$ cat config.mk
export PLATFORM = sky130hd
export DESIGN_NAME = cpc_top
export DESIGN_NICKNAME = d
export VERILOG_FILES = /design/src/include/cpc_pkg.sv /design/src/include/cpc_store_if.sv /design/src/hw/cpc_store.sv /design/src/hw/cpc_top.sv
export VERILOG_INCLUDE_DIRS = /design/src /design/src/include
export SDC_FILE = /design/constraint.sdc
export NUM_CORES = 1
export LEC_CHECK = 0
export ABC_AREA = 1
export ABC_CLOCK_PERIOD_IN_PS = 5800
export BUFFER_PORTS_ARGS = -buffer_cell sky130_fd_sc_hd__buf_2
export CORE_AREA = 2 2 339 341
export DETAILED_ROUTE_END_ITERATION = 10
export DIE_AREA = 0 0 341 343
export HOLD_SLACK_MARGIN = 0.05
export PLACE_DENSITY = 0.65
export SYNTH_ARGS = -nofsm -noshare
export SYNTH_HDL_FRONTEND = slang
export SYNTH_SLANG_ARGS = --single-unit
$ cat constraint.sdc
create_clock -name clk_in -period 5.8 [get_ports clk_in]
set_clock_uncertainty 0.05 [all_clocks]
set_input_delay 0 -clock clk_in [delete_from_list [all_inputs] [get_ports clk_in]]
set_output_delay 0 -clock clk_in [all_outputs]
set_load 0.01 [all_outputs]
$ cat src/include/cpc_params.svh
// Constants of the cyclic parameter channel: layout, codes, offsets, reset values
`ifndef CPC_PARAMS_SVH
`define CPC_PARAMS_SVH

// ********************************************************
// Frame layout (byte 0 in the top bits of the 64-bit word)
// ********************************************************
`define CPC_FRAME_W        64
`define CPC_BYTE_MGMT      3'h0
`define CPC_BYTE_RSV       3'h1
`define CPC_BYTE_IDX_HI    3'h2
`define CPC_BYTE_IDX_LO    3'h3
`define CPC_BYTE_DATA_MSB  3'h4
`define CPC_BYTE_DATA_LSB  3'h7

// ********************************************************
// Management byte fields
// ********************************************************
`define CPC_SID_LSB        0
`define CPC_SID_MSB        3
`define CPC_LEN_LSB        4
`define CPC_LEN_MSB        5
`define CPC_HS_BIT         6
`define CPC_ERR_BIT        7
`define CPC_LEN_FOUR       2'h3
`define CPC_SID_READ       4'h1
`define CPC_SID_WRITE      4'h2
`define CPC_RSV_VALUE      8'h00

// ********************************************************
// Return codes: class, code, additional code
// ********************************************************
`define CPC_EC_SERVICE     8'h05
`define CPC_CODE_ILL_PAR   8'h05
`define CPC_EC_ACCESS      8'h06
`define CPC_CODE_TYPE      8'h08
`define CPC_EC_OTHER       8'h08
`define CPC_CODE_OTHER     8'h00
`define CPC_ADD_NONE       16'h0000
`define CPC_ADD_ILL_INDEX  16'h0010

// ********************************************************
// Register map and reset values
// ********************************************************
`define CPC_REG_CTRL       8'h00
`define CPC_REG_STATUS     8'h04
`define CPC_REG_MASK       8'h08
`define CPC_REG_COUNT      8'h0C
`define CPC_REG_LAST_IDX   8'h10
`define CPC_CTRL_EN_BIT    0
`define CPC_CTRL_RST       1'h1
`define CPC_MASK_RST       2'h0
`define CPC_ST_DONE_BIT    0
`define CPC_ST_ERR_BIT     1
`define CPC_ST_W           2

`endif

$ cat src/include/cpc_pkg.sv
// Types shared by the parameter channel modules
package cpc_pkg;
  typedef enum logic [1:0] {
    CPC_IDLE,
    CPC_ACCESS,
    CPC_REPLY
  } cpc_state_t;
  typedef logic [63:0] cpc_frame_t;
  typedef logic [31:0] cpc_word_t;
  typedef logic [15:0] cpc_index_t;
endpackage

$ cat src/include/cpc_store_if.sv
// Access path between the service interpreter and the parameter store
`timescale 1ns/1ps
`default_nettype none
interface cpc_store_if;
  logic                 rd;
  logic                 wr;
  cpc_pkg::cpc_index_t  addr;
  cpc_pkg::cpc_word_t   wdata;
  cpc_pkg::cpc_word_t   rdata;
  modport master (output rd, output wr, output addr, output wdata, input rdata);
  modport slave  (input rd, input wr, input addr, input wdata, output rdata);
endinterface
`default_nettype wire

$ cat src/hw/cpc_store.sv
// Parameter store: one 32-bit word per implemented index, registered read
`timescale 1ns/1ps
`default_nettype none
module cpc_store #(
  parameter int DEPTH = 32
) (
  input  wire logic      clk_in,
  input  wire logic      rst_n_in,
  cpc_store_if.slave     bus
);
  import cpc_pkg::*;

  localparam int AW = (DEPTH > 1) ? $clog2(DEPTH) : 1;

  cpc_word_t       mem_ff [DEPTH];
  cpc_word_t       rdata_ff;
  wire [AW-1:0]    slot = bus.addr[AW-1:0];

  // Contents are not reset; only the read register has a defined start value
  always_ff @(posedge clk_in) begin
    if (bus.wr) begin
      mem_ff[slot] <= bus.wdata;
    end
  end

  always_ff @(posedge clk_in or negedge rst_n_in) begin
    if (!rst_n_in) begin
      rdata_ff <= 32'h00000000;
    end else if (bus.rd) begin
      rdata_ff <= mem_ff[slot];
    end
  end

  assign bus.rdata = rdata_ff;
endmodule
`default_nettype wire

$ cat src/hw/cpc_top.sv
// Cyclic parameter channel interpreter with register port and interrupt
//
// The address-and-strobe port and the register addresses were decided locally.
`timescale 1ns/1ps
`default_nettype none
`include "cpc_params.svh"
module cpc_top #(
  parameter int DEPTH = 32
) (
  input  wire logic            clk_in,
  input  wire logic            rst_n_in,
  input  wire cpc_pkg::cpc_frame_t req_frame_in,
  input  wire logic            frame_valid_in,
  output logic                 rsp_frame_out_valid_out,
  output cpc_pkg::cpc_frame_t  rsp_frame_out,
  input  wire logic [7:0]      reg_addr_in,
  input  wire logic [31:0]     reg_wdata_in,
  input  wire logic            reg_wr_in,
  input  wire logic            reg_rd_in,
  output logic [31:0]          reg_rdata_out,
  output logic                 irq_out
);
  import cpc_pkg::*;

  // ********************************************************
  // Helpers
  // ********************************************************
  function automatic logic [7:0] frame_byte(input cpc_frame_t f, input logic [2:0] n);
    frame_byte = f[63 - 8*n -: 8];
  endfunction

  function automatic cpc_word_t err_word(input logic [7:0] cls, input logic [7:0] code,
                                         input logic [15:0] add);
    err_word = {cls, code, add};
  endfunction

  // ********************************************************
  // State
  // ********************************************************
  cpc_state_t        state_ff;
  cpc_state_t        nxt_state;
  cpc_frame_t        req_ff;
  cpc_frame_t        rsp_ff;
  cpc_frame_t        nxt_rsp;
  logic              hs_ref_ff;
  logic              err_ff;
  cpc_word_t         errw_ff;
  logic              ctrl_en_ff;
  logic [1:0]        status_ff;
  logic [1:0]        nxt_status;
  logic [1:0]        mask_ff;
  logic [15:0]       count_ff;
  cpc_index_t        last_idx_ff;
  logic [31:0]       rdata_ff;
  logic [31:0]       nxt_rdata;
  logic              rsp_upd_ff;

  cpc_store_if       st_if ();

  cpc_store #(
    .DEPTH (DEPTH)
  ) u_store (
    .clk_in   (clk_in),
    .rst_n_in (rst_n_in),
    .bus      (st_if)
  );

  // ********************************************************
  // Request decode
  // ********************************************************
  wire [7:0]  mgmt_in    = frame_byte(req_frame_in, `CPC_BYTE_MGMT);
  wire        hs_in      = mgmt_in[`CPC_HS_BIT];
  wire        hs_change  = frame_valid_in && (hs_in != hs_ref_ff);
  wire        start      = hs_change && ctrl_en_ff && (state_ff == CPC_IDLE);

  wire [7:0]  mgmt       = frame_byte(req_ff, `CPC_BYTE_MGMT);
  wire [3:0]  sid        = mgmt[`CPC_SID_MSB:`CPC_SID_LSB];
  wire [1:0]  len        = mgmt[`CPC_LEN_MSB:`CPC_LEN_LSB];
  wire [7:0]  rsv        = frame_byte(req_ff, `CPC_BYTE_RSV);
  wire cpc_index_t idx   = {frame_byte(req_ff, `CPC_BYTE_IDX_HI),
                            frame_byte(req_ff, `CPC_BYTE_IDX_LO)};
  wire cpc_word_t wdata  = req_ff[31:0];
  wire        is_read    = (sid == `CPC_SID_READ);
  wire        is_write   = (sid == `CPC_SID_WRITE);
  wire        bad_code   = (rsv != `CPC_RSV_VALUE) || !(is_read || is_write);
  wire        bad_len    = is_write && (len != `CPC_LEN_FOUR);
  wire        bad_idx    = (32'(idx) >= DEPTH);
  wire        any_err    = bad_code || bad_len || bad_idx;
  wire        in_access  = (state_ff == CPC_ACCESS);
  wire        in_reply   = (state_ff == CPC_REPLY);

  // Error priority: malformed service first, then length, then index
  wire cpc_word_t nxt_errw = bad_code ? err_word(`CPC_EC_SERVICE, `CPC_CODE_ILL_PAR,
                                                 `CPC_ADD_NONE) :
                             bad_len  ? err_word(`CPC_EC_ACCESS, `CPC_CODE_TYPE,
                                                 `CPC_ADD_NONE) :
                                        err_word(`CPC_EC_OTHER, `CPC_CODE_OTHER,
                                                 `CPC_ADD_ILL_INDEX);

  assign st_if.rd    = in_access && is_read && !any_err;
  assign st_if.wr    = in_access && is_write && !any_err;
  assign st_if.addr  = idx;
  assign st_if.wdata = wdata;

  // ********************************************************
  // Service sequencer
  // ********************************************************
  always_comb begin
    nxt_state = state_ff;
    case (state_ff)
      CPC_IDLE: begin
        if (start) begin
          nxt_state = CPC_ACCESS;
        end
      end
      CPC_ACCESS: begin
        nxt_state = CPC_REPLY;
      end
      CPC_REPLY: begin
        nxt_state = CPC_IDLE;
      end
      default: begin
        nxt_state = CPC_IDLE;
      end
    endcase
  end

  // Response: echo identifier/length, handshake copy, status bit, index, data
  wire cpc_word_t ok_data = is_read ? st_if.rdata : wdata;
  wire [7:0]  rsp_mgmt = {err_ff, hs_ref_ff, len, sid};
  always_comb begin
    nxt_rsp = rsp_ff;
    if (in_reply) begin
      nxt_rsp = {rsp_mgmt, `CPC_RSV_VALUE, idx,
                 err_ff ? errw_ff : ok_data};
    end
  end

  always_ff @(posedge clk_in or negedge rst_n_in) begin
    if (!rst_n_in) begin
      state_ff <= CPC_IDLE;
    end else begin
      state_ff <= nxt_state;
    end
  end

  // The whole frame is latched at the toggle, so later frames cannot tear it
  always_ff @(posedge clk_in or negedge rst_n_in) begin
    if (!rst_n_in) begin
      req_ff    <= 64'h0000000000000000;
      hs_ref_ff <= 1'h0;
    end else if (start) begin
      req_ff    <= req_frame_in;
      hs_ref_ff <= hs_in;
    end
  end

  always_ff @(posedge clk_in or negedge rst_n_in) begin
    if (!rst_n_in) begin
      err_ff  <= 1'h0;
      errw_ff <= 32'h00000000;
    end else if (in_access) begin
      err_ff  <= any_err;
      errw_ff <= nxt_errw;
    end
  end

  always_ff @(posedge clk_in or negedge rst_n_in) begin
    if (!rst_n_in) begin
      rsp_ff     <= 64'h0000000000000000;
      rsp_upd_ff <= 1'h0;
    end else begin
      rsp_ff     <= nxt_rsp;
      rsp_upd_ff <= in_reply;
    end
  end

  assign rsp_frame_out           = rsp_ff;
  assign rsp_frame_out_valid_out = rsp_upd_ff;

  // ********************************************************
  // Register port and interrupt
  // ********************************************************
  wire wr_ctrl   = reg_wr_in && (reg_addr_in == `CPC_REG_CTRL);
  wire wr_status = reg_wr_in && (reg_addr_in == `CPC_REG_STATUS);
  wire wr_mask   = reg_wr_in && (reg_addr_in == `CPC_REG_MASK);
  wire [1:0] ev  = {in_reply && err_ff, in_reply};

  // Hardware set wins over a write-one-to-clear in the same cycle
  always_comb begin
    nxt_status = status_ff;
    if (wr_status) begin
      nxt_status = status_ff & ~reg_wdata_in[`CPC_ST_W-1:0];
    end
    nxt_status = nxt_status | ev;
  end

  always_comb begin
    nxt_rdata = 32'h00000000;
    if (reg_addr_in == `CPC_REG_CTRL) begin
      nxt_rdata = {31'h00000000, ctrl_en_ff};
    end else if (reg_addr_in == `CPC_REG_STATUS) begin
      nxt_rdata = {30'h00000000, status_ff};
    end else if (reg_addr_in == `CPC_REG_MASK) begin
      nxt_rdata = {30'h00000000, mask_ff};
    end else if (reg_addr_in == `CPC_REG_COUNT) begin
      nxt_rdata = {16'h0000, count_ff};
    end else if (reg_addr_in == `CPC_REG_LAST_IDX) begin
      nxt_rdata = {16'h0000, last_idx_ff};
    end
  end

  always_ff @(posedge clk_in or negedge rst_n_in) begin
    if (!rst_n_in) begin
      ctrl_en_ff <= `CPC_CTRL_RST;
      mask_ff    <= `CPC_MASK_RST;
      status_ff  <= 2'h0;
    end else begin
      status_ff <= nxt_status;
      if (wr_ctrl) begin
        ctrl_en_ff <= reg_wdata_in[`CPC_CTRL_EN_BIT];
      end
      if (wr_mask) begin
        mask_ff <= reg_wdata_in[`CPC_ST_W-1:0];
      end
    end
  end

  always_ff @(posedge clk_in or negedge rst_n_in) begin
    if (!rst_n_in) begin
      count_ff    <= 16'h0000;
      last_idx_ff <= 16'h0000;
    end else if (in_reply) begin
      count_ff    <= count_ff + 16'h0001;
      last_idx_ff <= idx;
    end
  end

  // Read data stands only in the cycle after the strobe
  always_ff @(posedge clk_in or negedge rst_n_in) begin
    if (!rst_n_in) begin
      rdata_ff <= 32'h00000000;
    end else if (reg_rd_in) begin
      rdata_ff <= nxt_rdata;
    end else begin
      rdata_ff <= 32'h00000000;
    end
  end

  assign reg_rdata_out = rdata_ff;
  assign irq_out       = |(status_ff & mask_ff);
endmodule
`default_nettype wire

==> impl_results.md <==
- Outcome: complete, no violations
- Largest net degree at the start of global routing: 188
- Worst slew margin: 14.3%
- CTS buffer count: ~120
- Clk sinks: 1220
- Mux cell area share after synthesis: 0%
- Main flop type after synthesis: edfxtp_1
- Pins Over Slew Limit: 0
- Post-synth top area share: 60.6%
- GRT Util Overall: 23.6%
- Library cells used by synthesis: 38
- Main combinational cell family by area after synthesis: simple AND/OR/NAND/NOR gates
- Setup WS post-layout: 1.65 ns
- RSZ-0062 raised after global routing: false
- Number of port buffers: 151
- Setup crit end kind: register
- Congestion Overflow GR: 0
- Reg2reg path depth: 4
- Post-CTS Resized: 0
- Startpoint type of the worst setup path: register
- Postcts setup bufs: 0
- Final #Nets: 5442
- MaxCap Viol Count: 0
- WL final: 139000 µm
- Setup TNS: 0 ns
- Area leader, netlist: edfxtp_1
- #FFs+latches synth: 1220
- First-pass GRT wire length: 209000 µm
- CP Class: register to register
- Die Ht: 343 µm
- Worst skew pair latency: 0.72 ns
- R2R setup slack: 1.65 ns
- Routed WL per cell: 20.0 µm
- Worst hold path type: primary input to register
- Via-to-Cell Ratio: between 5 and 6
- Layout Area Growth over Synthesis: 16.5%
- Worst Path Arrival: 4.50 ns
- Initial cell density of the core: 44.7%
- Std-Cell Rows: 124
- Cells after synthesis: 5002
- H-tree levels: 3
- Share of layout cells above drive strength 1: 9.04%
- Final Util: 52.1%
- Most frequent cells in the layout: 3094 x nand2_1, 1024 x edfxtp_1, 194 x dlygate4sd3_1
- Final period util: 71.5%
- Initial antenna violation count: 1
- Total core area: 113000 µm²
- Crit path from: req_ff[32]
- Full die area: 117000 µm²
- Worst slew pin tran: between 1 and 1.5 ns
- VDD IR max: ~0.00027 V
- Worst reg2reg path startpoint: req_ff[32]
- Layout Cells excl Fill: 6945
- Seq/Total Area, Yosys: 70.3%
- Dpl cells: 6526
- Synth Area in Simple Gates: 24.9%
- Fin area: 59100 µm²
- DR pass1 iterations: 6
- Final setup viols: 0
- TritonCTS clock tree: done
- Max Freq: 0.241 GHz
- GP Congestion: 0.822
- Area share of fa/ha/maj cells after synthesis: 0.0247%
- FF-to-FF End: u_store.mem_ff[12][31]
- Placed Area: 53300 µm²
- Via count: 35700
- Number of DRC markers in iteration 0: 3785
- Clock Pin Slew Worst Setup and Hold Paths: approximately 0.060 ns
- Fraction of registers with async set or reset after synthesis: 16.1%
- Yosys synthesis warning count: 0
- Crit-path max FO: 127
- FILL cells: between 9000 and 10000
- Number of global-route vias before repair: 34200
- XOR/XNOR Fraction of Synth Area: 0.276%
- Final ANT Viol Nets: 0
- Post-layout min period: around 4.1 ns
- Mean Syn Cell Area: 10.1 µm²
- Die W: 341 µm
- CP required: 6.16 ns
- HPWL after DPL: 73800 µm
- Worst slack at placement: 1.70 ns
- IO Pins: 207
- Post-route DRC violation count: 0
- Commonest non-fill, non-tap cell in the layout: nand2_1
- Pwr dens: 397 nW/µm²
- CP endpoint: u_store.mem_ff[12][31]
- Final hold vios: 0
- CTS max path bufs: 3
- Root buffer cell: clkbuf_16
- Number of synthesized flops with an enable pin: 1024
- Synth Area in Compound Gates: 1.51%
- Synthesized cell area: 50700 µm²
- Top cells by area, synth: edfxtp_1 61%, nand2_1 23%, dfrtp_1 9.6%
- Pleak: 25.6 nW
-- synth_stat cells (3+ instances only) --
master,count
a21oi_1,20
buf_1,21
buf_2,82
buf_4,26
buf_6,12
clkbuf_1,116
clkinv_1,3
dfrtp_1,195
edfxtp_1,1024
inv_1,50
inv_2,12
inv_4,3
nand2_1,3095
nand3_1,15
nand3b_1,4
nand4_1,3
nor2_1,141
nor2_4,3
nor3_1,8
nor3_2,13
nor3_4,7
o211ai_1,8
o21ai_0,103
o21ai_1,10
xnor2_1,7
xor2_1,9
-- registers in the layout (all words and copies together) (netlist names) --
name	count
mask_ff	2
count_ff	16
u_store.mem_ff	1024
state_ff	2
last_idx_ff	15
status_ff	2
err_ff	1
rsp_frame_out	41
rsp_frame_out_valid_out	1
hs_ref_ff	1
reg_rdata_out	16
errw_ff	4
u_store.bus.rdata	32
ctrl_en_ff	1
req_ff	62
-- logic make-up (layout without fill, tap and decap cells) --
| logic type | count (synthesis) | count (layout) |
|---|---|---|
| AO/OA/AOI/OAI | 146 | 146 |
| XOR/XNOR | 16 | 16 |
| adder cells (fa/ha/maj) | 1 | 1 |
| buffers and inverters | 325 | 732 |
| flip-flops | 1220 | 1220 |
| other | 1 | 25 |
| AND/OR/NAND/NOR | 3293 | 3293 |
-- timing repair --
| item | CTS | global route |
|---|---|---|
| endpoints found under the hold margin | 199 | 0 |
| endpoints found under the setup margin | 0 | 0 |
| hold buffers | 195 | 0 |
-- metal layers --
metal	routed length (µm)	global-route usage (%)	share of wire [%]	vias to the layer above
li1	-	-	-	16800
met1	57200	32.0	41	17100
met2	66100	39.2	48	1566
met3	11600	3.26	8.3	241
met4	4140	7.97	3.0	0
met5	0	0	0	-
-- worst min path at each step --
stage | startpoint | endpoint | slack [ns] | cells after the start
3_3_place_gp | rst_n_in | rsp_frame_out[57] | 0.11 | 1
6_report | reg_wdata_in[1] | status_ff[1] | 0.15 | 5
3_5_place_dp | rst_n_in | rsp_frame_out[57] | 0.1 | 1
2_1_floorplan | rst_n_in | count_ff[0] | -0.35 | 0
5_1_grt | reg_wdata_in[1] | status_ff[1] | 0.18 | 5
4_1_cts | reg_wdata_in[1] | status_ff[1] | 0.10 | 5
-- cell type report --
class,instances,area (µm²),share of cell area (%)
Clock buffer,150,3210,5.44
Multi-Input combinational cell,3480,13900,23.5
Clock inverter,73,633,1.07
Antenna cell,1,2.50,0.00424
Inverter,68,278,0.470
Sequential cell,1220,35700,60.4
Tap cell,1512,1890,3.20
Timing Repair Buffer,441,3540,5.98
-- power breakdown --
group	internal [W]	leakage (nW)	switching [W]
clock	0.00432	1.88	0.00333
sequential	0.0101	11.9	0.000334
combinational	0.00143	11.9	0.00390
total	0.0159	25.6	0.00756
-- critical path: stages, from the launching register on --
cell and delay [ns]:
dfrtp_4 0.76, inv_8 0.74, nand2_1 0.65, nor3_4 1.04, buf_4 0.38
-- per-stage QoR --
step / hold WS [ns] / total power [W]
floorplan: -0.346 / 0.0139
global placement: 0.106 / 0.0157
detailed placement: 0.0982 / 0.0157
CTS: 0.103 / 0.0235
global route: 0.182 / 0.0245
finish: 0.147 / 0.0234
No activity file was read; power rests on OpenSTA's default activity.
